--- config.mk ---
export PLATFORM = sky130hd
export DESIGN_NAME = spcfg_top
export DESIGN_NICKNAME = d
export VERILOG_FILES = /design/src/spcfg_pkg.sv /design/src/spcfg_fifo.sv /design/src/spcfg_top.sv
export SDC_FILE = /design/constraint.sdc
export NUM_CORES = 1
export LEC_CHECK = 0
export BUFFER_PORTS_ARGS = -buffer_cell sky130_fd_sc_hd__buf_4
export CAP_MARGIN = 10
export CORE_AREA = 2 2 157 159
export CTS_BUF_LIST = sky130_fd_sc_hd__clkbuf_16
export DETAILED_ROUTE_END_ITERATION = 16
export DIE_AREA = 0 0 159 161
export PLACE_DENSITY = 0.53
export SKIP_LAST_GASP = 1
export SYNTH_ARGS = -nofsm -noshare
export SYNTH_HDL_FRONTEND = slang
export SYNTH_SLANG_ARGS = --single-unit
export TNS_END_PERCENT = 30
--- constraint.sdc ---
create_clock -name core_clk -period 3.58 [get_ports core_clk]
set_input_delay 1.074 -clock core_clk [delete_from_list [all_inputs] [get_ports core_clk]]
set_output_delay 1.074 -clock core_clk [all_outputs]
set_load 0.01 [all_outputs]
--- src/spcfg_pkg.sv ---
// package: register map, field positions, reset values and states
package spcfg_pkg;
  localparam logic [1:0] SPCFG_ADDR_CTRL1 = 2'h0;
  localparam logic [1:0] SPCFG_ADDR_CTRL2 = 2'h1;
  localparam logic [1:0] SPCFG_ADDR_STATUS = 2'h2;
  localparam logic [1:0] SPCFG_ADDR_DATA = 2'h3;
  localparam int SPCFG_BIT_WAKE = 3;
  localparam int SPCFG_BIT_ILT = 2;
  localparam int SPCFG_BIT_PE = 1;
  localparam int SPCFG_BIT_PT = 0;
  localparam int SPCFG_BIT_TIE = 7;
  localparam int SPCFG_BIT_TX_COMPLETE_IRQ_ENABLE = 6;
  localparam int SPCFG_BIT_RIE = 5;
  localparam int SPCFG_BIT_IDLE_IRQ_ENABLE = 4;
  localparam int SPCFG_BIT_M = 4;
  localparam int SPCFG_ST_TX_BUFFER_EMPTY_FLAG = 7;
  localparam int SPCFG_ST_TC = 6;
  localparam int SPCFG_ST_RX_DATA_FULL_FLAG = 5;
  localparam int SPCFG_ST_IDLE = 4;
  localparam int SPCFG_ST_PF = 0;
  localparam logic [7:0] SPCFG_CTRL1_RST = 8'h00;
  localparam logic [7:0] SPCFG_CTRL2_RST = 8'h00;
  localparam logic [15:0] SPCFG_BAUD_DIV = 16'h0010;
  localparam logic [3:0] SPCFG_IDLE_BITS_8 = 4'hA;
  localparam logic [3:0] SPCFG_IDLE_BITS_9 = 4'hB;
  typedef enum logic [3:0] {
    SPCFG_S_IDLE = 4'h1,
    SPCFG_S_START = 4'h2,
    SPCFG_S_DATA = 4'h4,
    SPCFG_S_STOP = 4'h8
  } spcfg_state_t;
endpackage : spcfg_pkg

--- src/spcfg_fifo.sv ---
// module: small synchronous fifo with valid/ready on both sides
`timescale 1ns/1ns
`default_nettype none
module spcfg_fifo #(
  parameter int WIDTH = 9,
  parameter int DEPTH = 8
) (
  input wire logic core_clk,
  input wire logic nrst,
  input wire logic in_valid,
  output logic in_ready,
  input wire logic [WIDTH-1:0] in_data,
  output logic out_valid,
  input wire logic out_ready,
  output logic [WIDTH-1:0] out_data
);
  localparam int AW = $clog2(DEPTH);
  logic [WIDTH-1:0] mem [DEPTH];
  logic [AW-1:0] wr_ptr_reg;
  logic [AW-1:0] rd_ptr_reg;
  logic [AW:0] count_reg;
  logic push;
  logic pop;

  assign in_ready = (count_reg != (AW+1)'(DEPTH));
  assign out_valid = (count_reg != '0);
  assign push = in_valid && in_ready;
  assign pop = out_valid && out_ready;
  assign out_data = mem[rd_ptr_reg];

  always_ff @(posedge core_clk) begin
    if (push) begin
      mem[wr_ptr_reg] <= in_data;
    end
  end

  always_ff @(posedge core_clk or negedge nrst) begin
    if (!nrst) begin
      wr_ptr_reg <= '0;
      rd_ptr_reg <= '0;
      count_reg <= '0;
    end else begin
      if (push) begin
        wr_ptr_reg <= (wr_ptr_reg == AW'(DEPTH-1)) ? '0 : wr_ptr_reg + 1'b1;
      end
      if (pop) begin
        rd_ptr_reg <= (rd_ptr_reg == AW'(DEPTH-1)) ? '0 : rd_ptr_reg + 1'b1;
      end
      if (push && !pop) begin
        count_reg <= count_reg + 1'b1;
      end else if (pop && !push) begin
        count_reg <= count_reg - 1'b1;
      end
    end
  end
endmodule : spcfg_fifo
`default_nettype wire

--- src/spcfg_top.sv ---
// module: serial port with frame configuration and interrupt enables
// What this block does
// - Control bit 3 picks idle-line wakeup at 0 and address-mark at 1.
// - Bit 2 starts idle counting after the start bit at 0, stop at 1.
// - With bit 2 at 1 the stop bit and trailing ones never count as idle.
// - Bit 1 turns parity generation and checking on, and off at 0.
// - With parity on, the top bit of the character is the parity bit.
// - Bit 0 picks even parity at 0 and odd at 1 over data plus parity.
// - The second control register is readable and writable at any time.
// - Second control bit 7 enables the transmit-buffer-empty request.
// - Bit 6 enables a request while the transmit-done flag is set.
// - Bit 5 enables a request while the receive-full flag is set.
// - Bit 4 enables the idle-line detected request.
`timescale 1ns/1ns
`default_nettype none
module spcfg_top
  import spcfg_pkg::*;
#(
  parameter int FIFO_DEPTH = 8,
  parameter logic [15:0] BAUD_DIV = SPCFG_BAUD_DIV
) (
  input wire logic core_clk,
  input wire logic nrst,
  input wire logic [1:0] reg_addr,
  input wire logic [7:0] reg_wdata,
  input wire logic reg_wr,
  input wire logic reg_rd,
  output logic [7:0] reg_rdata,
  input wire logic rxd,
  output logic txd,
  output logic irq_tx_empty,
  output logic irq_tx_done,
  output logic irq_rx_full,
  output logic irq_idle,
  output logic wake_addr_mark
);
  //////////////////////////////////////////////////////////////////////////
  function automatic logic par_bit(input logic [8:0] d, input logic nine,
                                   input logic odd);
    logic p;
    p = ^d[7:0] ^ (nine & d[8]);
    return p ^ odd;
  endfunction : par_bit

  logic [7:0] ctrl1_reg;
  logic [7:0] ctrl2_reg;
  logic [7:0] rdata_reg;
  logic nine;
  logic parity_on;
  logic parity_kind;
  logic idle_line_type;
  logic tx_buffer_empty_flag;
  logic tx_done_flag;
  logic rx_data_full_flag;
  logic idle_flag_reg;
  logic parity_err_reg;
  logic [8:0] rx_data_reg;
  logic wr_data;
  logic rd_status_reg;
  logic rd_data;

  assign nine = ctrl1_reg[SPCFG_BIT_M];
  assign parity_on = ctrl1_reg[SPCFG_BIT_PE];
  assign parity_kind = ctrl1_reg[SPCFG_BIT_PT];
  assign idle_line_type = ctrl1_reg[SPCFG_BIT_ILT];
  assign wake_addr_mark = ctrl1_reg[SPCFG_BIT_WAKE];
  assign wr_data = reg_wr && (reg_addr == SPCFG_ADDR_DATA);
  assign rd_data = reg_rd && (reg_addr == SPCFG_ADDR_DATA);

  //////////////////////////////////////////////////////////////////////////
  // register bus
  always_ff @(posedge core_clk or negedge nrst) begin
    if (!nrst) begin
      ctrl1_reg <= SPCFG_CTRL1_RST;
      ctrl2_reg <= SPCFG_CTRL2_RST;
    end else if (reg_wr) begin
      if (reg_addr == SPCFG_ADDR_CTRL1) begin
        ctrl1_reg <= reg_wdata;
      end
      if (reg_addr == SPCFG_ADDR_CTRL2) begin
        ctrl2_reg <= reg_wdata;
      end
    end
  end

  logic [7:0] status_word;
  always_comb begin
    status_word = 8'h00;
    status_word[SPCFG_ST_TX_BUFFER_EMPTY_FLAG] = tx_buffer_empty_flag;
    status_word[SPCFG_ST_TC] = tx_done_flag;
    status_word[SPCFG_ST_RX_DATA_FULL_FLAG] = rx_data_full_flag;
    status_word[SPCFG_ST_IDLE] = idle_flag_reg;
    status_word[SPCFG_ST_PF] = parity_err_reg;
  end

  always_ff @(posedge core_clk or negedge nrst) begin
    if (!nrst) begin
      rdata_reg <= 8'h00;
      rd_status_reg <= 1'b0;
    end else begin
      rd_status_reg <= reg_rd && (reg_addr == SPCFG_ADDR_STATUS);
      if (reg_rd) begin
        case (reg_addr)
          SPCFG_ADDR_CTRL1: rdata_reg <= ctrl1_reg;
          SPCFG_ADDR_CTRL2: rdata_reg <= ctrl2_reg;
          SPCFG_ADDR_STATUS: rdata_reg <= status_word;
          SPCFG_ADDR_DATA: rdata_reg <= rx_data_reg[7:0];
          default: rdata_reg <= 8'h00;
        endcase
      end else begin
        rdata_reg <= 8'h00;
      end
    end
  end
  assign reg_rdata = rdata_reg;

  //////////////////////////////////////////////////////////////////////////
  // interrupt requests are static levels, cleared by the flags or by their enables
  assign irq_tx_empty = ctrl2_reg[SPCFG_BIT_TIE] & tx_buffer_empty_flag;
  assign irq_tx_done = ctrl2_reg[SPCFG_BIT_TX_COMPLETE_IRQ_ENABLE] & tx_done_flag;
  assign irq_rx_full = ctrl2_reg[SPCFG_BIT_RIE] & rx_data_full_flag;
  assign irq_idle = ctrl2_reg[SPCFG_BIT_IDLE_IRQ_ENABLE] & idle_flag_reg;

  //////////////////////////////////////////////////////////////////////////
  // transmit path: data writes queue in the fifo
  logic fifo_out_valid;
  logic fifo_out_ready;
  logic fifo_in_ready;
  logic [8:0] fifo_out_data;

  spcfg_fifo #(.WIDTH(9), .DEPTH(FIFO_DEPTH)) u_fifo (
    .core_clk(core_clk),
    .nrst(nrst),
    .in_valid(wr_data),
    .in_ready(fifo_in_ready),
    .in_data({ctrl1_reg[SPCFG_BIT_M+1], reg_wdata}),
    .out_valid(fifo_out_valid),
    .out_ready(fifo_out_ready),
    .out_data(fifo_out_data)
  );
  // a data write while the fifo is full is dropped; software watches the flag
  assign tx_buffer_empty_flag = fifo_in_ready;

  spcfg_state_t tx_state_reg;
  logic [15:0] tx_baud_reg;
  logic [3:0] tx_bit_reg;
  logic [8:0] tx_shift_reg;
  logic txd_reg;
  logic tx_tick;
  logic [3:0] tx_nbits;
  assign tx_tick = (tx_baud_reg == BAUD_DIV - 16'h0001);
  assign tx_nbits = nine ? 4'h9 : 4'h8;
  assign fifo_out_ready = (tx_state_reg == SPCFG_S_IDLE);

  always_ff @(posedge core_clk or negedge nrst) begin
    if (!nrst) begin
      tx_state_reg <= SPCFG_S_IDLE;
      tx_baud_reg <= 16'h0000;
      tx_bit_reg <= 4'h0;
      tx_shift_reg <= 9'h000;
      txd_reg <= 1'b1;
    end else begin
      tx_baud_reg <= (tx_state_reg == SPCFG_S_IDLE || tx_tick) ? 16'h0000
                     : tx_baud_reg + 16'h0001;
      case (tx_state_reg)
        SPCFG_S_IDLE: begin
          txd_reg <= 1'b1;
          if (fifo_out_valid) begin
            tx_shift_reg <= fifo_out_data;
            if (parity_on) begin
              // top bit replaced by generated parity
              if (nine) begin
                tx_shift_reg[8] <= par_bit({1'b0, fifo_out_data[7:0]}, 1'b0,
                                           parity_kind);
              end else begin
                tx_shift_reg[7] <= par_bit({2'b00, fifo_out_data[6:0]}, 1'b0,
                                           parity_kind);
              end
            end
            txd_reg <= 1'b0;
            tx_state_reg <= SPCFG_S_START;
          end
        end
        SPCFG_S_START: begin
          if (tx_tick) begin
            txd_reg <= tx_shift_reg[0];
            tx_bit_reg <= 4'h1;
            tx_state_reg <= SPCFG_S_DATA;
          end
        end
        SPCFG_S_DATA: begin
          if (tx_tick) begin
            if (tx_bit_reg == tx_nbits) begin
              txd_reg <= 1'b1;
              tx_state_reg <= SPCFG_S_STOP;
            end else begin
              txd_reg <= tx_shift_reg[tx_bit_reg];
              tx_bit_reg <= tx_bit_reg + 4'h1;
            end
          end
        end
        SPCFG_S_STOP: begin
          if (tx_tick) begin
            tx_state_reg <= SPCFG_S_IDLE;
          end
        end
        default: tx_state_reg <= SPCFG_S_IDLE;
      endcase
    end
  end
  assign txd = txd_reg;
  assign tx_done_flag = (tx_state_reg == SPCFG_S_IDLE) && !fifo_out_valid;

  //////////////////////////////////////////////////////////////////////////
  // receive path: mid-bit sampling
  spcfg_state_t rx_state_reg;
  logic [15:0] rx_baud_reg;
  logic [3:0] rx_bit_reg;
  logic [8:0] rx_shift_reg;
  logic rx_tick;
  logic rx_mid;
  assign rx_tick = (rx_baud_reg == BAUD_DIV - 16'h0001);
  assign rx_mid = (rx_baud_reg == (BAUD_DIV >> 1));

  // idle detector counts whole bit times of high line
  logic [3:0] idle_cnt_reg;
  logic [15:0] idle_baud_reg;
  logic idle_armed_reg;
  logic [3:0] idle_need;
  logic char_end;
  logic start_seen;
  assign idle_need = nine ? SPCFG_IDLE_BITS_9 : SPCFG_IDLE_BITS_8;
  assign start_seen = (rx_state_reg == SPCFG_S_START) && rx_mid && !rxd;
  assign char_end = (rx_state_reg == SPCFG_S_STOP) && rx_mid;

  always_ff @(posedge core_clk or negedge nrst) begin
    if (!nrst) begin
      rx_state_reg <= SPCFG_S_IDLE;
      rx_baud_reg <= 16'h0000;
      rx_bit_reg <= 4'h0;
      rx_shift_reg <= 9'h000;
      rx_data_reg <= 9'h000;
      rx_data_full_flag <= 1'b0;
      parity_err_reg <= 1'b0;
    end else begin
      rx_baud_reg <= (rx_state_reg == SPCFG_S_IDLE || rx_tick) ? 16'h0000
                     : rx_baud_reg + 16'h0001;
      // reading data clears full; a new character in that cycle wins
      if (rd_data) begin
        rx_data_full_flag <= 1'b0;
      end
      case (rx_state_reg)
        SPCFG_S_IDLE: begin
          if (!rxd) begin
            rx_state_reg <= SPCFG_S_START;
          end
        end
        SPCFG_S_START: begin
          if (rx_mid) begin
            rx_state_reg <= rxd ? SPCFG_S_IDLE : SPCFG_S_START;
          end
          if (rx_tick) begin
            rx_bit_reg <= 4'h0;
            rx_state_reg <= SPCFG_S_DATA;
          end
        end
        SPCFG_S_DATA: begin
          if (rx_mid) begin
            rx_shift_reg[rx_bit_reg] <= rxd;
            rx_bit_reg <= rx_bit_reg + 4'h1;
          end
          if (rx_tick && rx_bit_reg == tx_nbits) begin
            rx_state_reg <= SPCFG_S_STOP;
          end
        end
        SPCFG_S_STOP: begin
          if (rx_mid) begin
            rx_data_reg <= nine ? rx_shift_reg : {1'b0, rx_shift_reg[7:0]};
            rx_data_full_flag <= 1'b1;
            // ones over data plus parity bit must match the selected kind
            parity_err_reg <= parity_on &&
                              par_bit(rx_shift_reg, nine, parity_kind);
            rx_state_reg <= SPCFG_S_IDLE;
          end
        end
        default: rx_state_reg <= SPCFG_S_IDLE;
      endcase
    end
  end

  always_ff @(posedge core_clk or negedge nrst) begin
    if (!nrst) begin
      idle_cnt_reg <= 4'h0;
      idle_baud_reg <= 16'h0000;
      idle_armed_reg <= 1'b1;
      idle_flag_reg <= 1'b0;
    end else begin
      if (rd_status_reg && idle_flag_reg) begin
        idle_flag_reg <= 1'b0;
      end
      if (start_seen) begin
        // type 0 counts from the start bit, so trailing ones add up
        idle_cnt_reg <= 4'h0;
        idle_baud_reg <= 16'h0000;
        idle_armed_reg <= !idle_line_type;
      end else if (char_end && idle_line_type) begin
        idle_cnt_reg <= 4'h0;
        idle_baud_reg <= 16'h0000;
        idle_armed_reg <= 1'b1;
      end else if (!rxd) begin
        idle_cnt_reg <= 4'h0;
        idle_baud_reg <= 16'h0000;
      end else if (idle_armed_reg && rx_state_reg == SPCFG_S_IDLE ||
                   idle_armed_reg && !idle_line_type) begin
        idle_baud_reg <= (idle_baud_reg == BAUD_DIV - 16'h0001) ? 16'h0000
                         : idle_baud_reg + 16'h0001;
        if (idle_baud_reg == BAUD_DIV - 16'h0001) begin
          if (idle_cnt_reg == idle_need - 4'h1) begin
            idle_flag_reg <= 1'b1;
            idle_armed_reg <= 1'b0;
            idle_cnt_reg <= 4'h0;
          end else begin
            idle_cnt_reg <= idle_cnt_reg + 4'h1;
          end
        end
      end
    end
  end
endmodule : spcfg_top
`default_nettype wire

-- After elaboration in Yosys (flattened, before gate mapping)
Memories as Yosys holds them, arrays and structs flattened.
Cells that the tools add are included.
- word-level logic and storage cells: 204
- input port bits: 15
- bits in registers: 134
- bits in writable memories: 72
- output and inout port bits: 14
- memories: 1
- equal/unequal tests: 35
- mux-type cells: 71
- add/subtract/negate cells: 11
- bitwise operators: 9
- reduce and logical (&&, ||, !) cells: 51
- $lt $le $gt $ge: 3
- memories (name ; depth ; width ; rd ports ; clocked after Yosys merged registers in ; wr ports ; line ; text):
    u_fifo.mem ; 8 ; 9 ; 1 ; 0 ; 1 ; spcfg_fifo.sv:18 ; logic [WIDTH-1:0] mem [DEPTH];
- operators by type and width (kind ; number):
    $mux 16 ; 7
    $mux 4 ; 22
    $eq 16x4->1 const B ; 4
    $add 16x1->16 const B ; 3
    $pmux 4 s4 ; 2
    $pmux 8 s4 ; 1
    $mux 1 ; 28
    $reduce_xor 8->1 ; 3
    $ne 2x2->1 const B ; 11
    $logic_and 1x1->1 ; 18
    $add 4x1->4 const B ; 4
    $pmux 4 s2 ; 2
    $reduce_bool 3->1 ; 5
    $eq 4x4->1 ; 3
    $reduce_and 2->1 ; 6
    $reduce_and 4->1 ; 3
    $lt 4x5->1 const B ; 2
    $bwmux 9 ; 1
    $eq 4x1->1 const B ; 2
    $eq 4x2->1 const B ; 2
    $eq 4x3->1 const B ; 2
    $eq 4x4->1 const B ; 2
    $mux 8 ; 1
    $ne 4x1->1 const B ; 2
    22 further kinds ; 44

-- Depth between registers and ports, before layout
- depth after elaboration: 9
- gate-level depth with buffers: 12
- depth with buffers taken out: 12

-- Cells and area by module
From an unflattened synthesis, not the netlist that was laid out.
- cell total of the unflattened synthesis: 782
- area total of the unflattened synthesis: 9801.9 um2
- modules (own cells, without submodules) (module ; sequential area each (um2) ; cells an instance ; area an instance (um2) ; instances):
    spcfg_top ; 3108.0 ; 612 ; 6417.4 ; 1
    spcfg_fifo ; 2412.3 ; 170 ; 3384.5 ; 1

-- Worst setup path after synthesis
OpenSTA, ideal clock, no wires.
- kind: input port to flip-flop
- from: input reg_addr[1]
- to: register u_fifo.count_reg[3]
- arrival time: 3.280 ns
- buffers on the path: 2
- stages on the path: 12
- library setup time: 0.125 ns
- path slack: 0.175 ns
- required time: 3.455 ns
- cells stage by stage: clkbuf_1 > clkbuf_1 > nand4_1 > inv_1 > ha_1 > inv_1 > ha_1 > a21o_1 > a21oi_1 > xnor2_1 > nor2_1 > xor2_1
- longest elaborated chain between the ends: 6
- elaborated cells between the ends (all ways): 8
- classes of those cells: eq/ne: 1; mux: 1; reduce/logical: 6
- RTL lines (item ; line ; text):
    from (decl) ; spcfg_top.sv:24 ; input wire logic [1:0] reg_addr,
    $eq 2x2->1 (*) ; spcfg_top.sv:67 ; assign wr_data = reg_wr && (reg_addr == SPCFG_ADDR_DATA);
    $logic_and 1x1->1 (*) ; spcfg_top.sv:67 ;
    $logic_and 1x1->1 (*) ; spcfg_fifo.sv:27 ; assign push = in_valid && in_ready;
    net u_fifo.push ; spcfg_fifo.sv:22 ; logic push;
    $logic_not 1->1 ; spcfg_fifo.sv:51 ; end else if (pop && !push) begin
    $logic_and 1x1->1 ; spcfg_fifo.sv:51 ;
    $reduce_bool 2->1 (no source line) ; n/a ;
    to (signal assigned) ; spcfg_fifo.sv:50 ; count_reg <= count_reg + 1'b1;
    to (signal assigned) ; spcfg_fifo.sv:52 ; count_reg <= count_reg - 1'b1;
    to (decl) ; spcfg_fifo.sv:21 ; logic [AW:0] count_reg;
The timed path passes the listed nets; every way through them passes the cells marked *.
A chain may end at the register's enable or synchronous reset.

-- Worst setup path in the final report
- from: register tx_state_reg[0]
- to: output irq_tx_done
- longest elaborated chain between the ends: 3
- RTL lines (item ; line ; text):
    from (decl) ; spcfg_top.sv:144 ; spcfg_state_t tx_state_reg;
    from (signal assigned) ; spcfg_top.sv:157 ; tx_state_reg <= SPCFG_S_IDLE;
    from (signal assigned) ; spcfg_top.sv:181 ; tx_state_reg <= SPCFG_S_START;
    from (signal assigned) ; spcfg_top.sv:188 ; tx_state_reg <= SPCFG_S_DATA;
    $eq 4x1->1 ; spcfg_top.sv:212 ; assign tx_done_flag = (tx_state_reg == SPCFG_S_IDLE) && !fifo_out_valid;
    $logic_and 1x1->1 ; spcfg_top.sv:212 ;
    $and 1x1->1 ; spcfg_top.sv:120 ; assign irq_tx_done = ctrl2_reg[SPCFG_BIT_TX_COMPLETE_IRQ_ENABLE] & tx_done_flag;
    to (decl) ; spcfg_top.sv:32 ; output logic irq_tx_done,
No other way between the ends.

==> impl_metrics.json <==
{
  "status": "finished, final reports clean",
  "grtUsageTotal_pct": 15.9,
  "cp_num_buf_inv": 2,
  "max_cap_viol_count": 0,
  "startpoint": "tx_state_reg[0]",
  "numPortBuffers": 28,
  "netlist_top_cells_area": "dfrtp_1 (35%), edfxtp_1 (23%), mux4_2 (6.0%)",
  "fin_crit_sh_pct": 84.4,
  "regMostFlops": "u_fifo.mem",
  "cts_sinks": 206,
  "wirelength_um": 19900,
  "post_cts_buffers": 0,
  "syn2layout_area_growth_pct": 15.3,
  "largest_reg_flops": 72,
  "finalSetupViolCount": 0,
  "critPathKind": "flip-flop to output pin",
  "cts_resized": 0,
  "numCtsBuffers": 24,
  "synth_ff_type": "dfrtp_1",
  "synthesis.area_um2": 9410,
  "hp-class": "flip-flop to flip-flop",
  "antenna_found_initial": 1,
  "dr.pass1.iters": 5,
  "dpl.hpwl_um": 13900,
  "path_max_fanout": 6,
  "syn_nets": 788,
  "holdPathEnd": "idle_flag_reg",
  "worstMarginPinSlew_ps": 1060,
  "r2r-start": "rx_baud_reg[5]",
  "cp.arrival_ps": 1950,
  "avgSynthCellArea_um2": 12.5,
  "peakVddDrop_v": 0.000371,
  "cts_htree_levels": 1,
  "holdCritStartpoint": "rd_status_reg",
  "yosysMostFrequentCell": "dfrtp_1",
  "gp_congestion": 0.798,
  "r2r_end": "rx_shift_reg[7]",
  "grt_pass1_vias": 6256,
  "grt-ovfl-total": 0,
  "clock_path_buffers": 3,
  "via_per_inst": 5.23,
  "yosysTopAreaCellShare_pct": 34.6,
  "wire_per_inst_um": 17.2,
  "nFillCells": 2235,
  "finalHoldViolCount": 0,
  "rsz0062_at_grt": "no",
  "antenna_left": 0,
  "slew_viol_final": 0,
  "die_x_um": 159,
  "crit_family": "flip-flops",
  "cp.required_ps": 2510,
  "final_area_um2": 10900,
  "crit_path_frequent_cell": "buf_4",
  "cpPeakStageDelay_ps": 570,
  "worst_skew_pair.late_latency_ps": 510,
  "seq_area_frac_synth_pct": 58.6,
  "crit_chain": "nor4b_1 -> buf_4 -> and3_1 -> buf_4",
  "rows": 57,
  "drt-initial-drc-count": 271,
  "initial_core_util_pct": 39.3,
  "cpMaxStageDelayCell": "dfstp_2",
  "cts-root-buf": "clkbuf_16",
  "hold_buffers": 0,
  "drive_gt1_share_pct": 19.5,
  "clk_pin_slew_worst_paths_ps": 60,
  "ioPinCount": 29,
  "yosys_warnings": 0,
  "grt_max_degree": 70,
  "synth_area_leader_cell": "dfrtp_1",
  "core_um2": 24000,
  "min_delay_path_depth": 1,
  "critPathCaptureType": "output pin",
  "r2r_cells": 7,
  "max_freq_ghz": 0.331,
  "drc": 0,
  "rrSetupSlack_ps": 970,
  "total_leakage_power_nw": 4.39,
  "postSynthCellCount": 755,
  "grt_pass1_wl_um": 33200,
  "period_minus_slack_ps": 3020,
  "setup_tns_ps": 0,
  "synth-seq-cells": 206,
  "power_mw": 7.10,
  "cts_tree": "done",
  "dieArea_um2": 25600,
  "via_count": 6038,
  "yosys-top-cells-count": "dfrtp_1 (130), nor2_1 (82), edfxtp_1 (72)",
  "slew_headroom_pct": 29.0,
  "die_h_um": 161,
  "num-nets-final": 844,
  "synthDistinctLibCells": 56,
  "start_kind": "flip-flop",
  "placed_area_um2": 10100,
  "synth_edf_count": 72,
  "async_flop_share_pct": 65.0,
  "fin_skew_ps": 17.3,
  "power_density_nw_per_um2": 654
}
## power by group
part           internal [mW]  switching (mW)  total, mW
registers               2.73           0.320       3.05
logic                  0.882           0.909       1.79
clock network           1.33           0.931       2.26
## through the flow
stage	hold slack, ps	util, %	setup WS, ps	cells
2_1_floorplan	410	-	175	755
3_3_place_gp	424	42.2	639	1109
3_5_place_dp	424	42.2	602	1109
4_1_cts	431	45.3	500	1153
5_1_grt	444	45.3	381	1153
6_report	427	45.3	558	1154
## how the worst max path moves through the flow
| stage | slack [ps] | end | cells past startpoint |
|---|---|---|---|
| 2_1_floorplan | 180 | u_fifo.count_reg[3] | 12 |
| 4_1_cts | 500 | irq_tx_done | 4 |
| 3_3_place_gp | 640 | u_fifo.count_reg[3] | 11 |
| 3_5_place_dp | 600 | u_fifo.count_reg[3] | 11 |
| 6_report | 560 | irq_tx_done | 4 |
| 5_1_grt | 380 | irq_tx_done | 4 |
## cell usage in the layout, fill, tap and decap left out, types with 25 or more instances in the layout
| cell type | n |
|---|---|
| dfrtp_1 | 130 |
| nor2_1 | 82 |
| edfxtp_1 | 72 |
| nand2_1 | 68 |
| buf_4 | 49 |
| o21ai_0 | 43 |
| mux2_2 | 34 |
| xnor2_1 | 29 |
| xor2_1 | 28 |
| mux4_2 | 25 |
| clkbuf_16 | 25 |
## cell type report
cell class | instances | area (um2) | area share (%)
Multi-Input combinational cell | 513 | 3760 | 34.6
Clock inverter | 19 | 108 | 0.991
Clock buffer | 25 | 626 | 5.76
Antenna cell | 1 | 2.50 | 0.0230
Timing Repair Buffer | 50 | 379 | 3.49
Inverter | 16 | 60.1 | 0.553
Sequential cell | 206 | 5520 | 50.8
Tap cell | 324 | 405 | 3.73
## per-layer routing
metal	track usage, %	vias to the layer above	share of wire, %
met3	2.90	31	4.2
met2	26.1	115	47
met5	0	-	0
met4	3.93	0	1.8
met1	22.1	3050	47
li1	-	2842	-
## logic make-up (layout without fill, tap and decap cells)
logic type	count (synthesis)	count (layout)	synth area share [%]
flops	206	206	58.6
simple gates	274	274	14.7
xor+xnor	57	57	5.30
compound gates	91	91	5.86
buf+inv	36	110	1.52
fa+ha+maj	18	18	2.47
mux	73	73	11.5
other cells	0	1	0
Note: power is estimated with default switching activity, not from simulation.
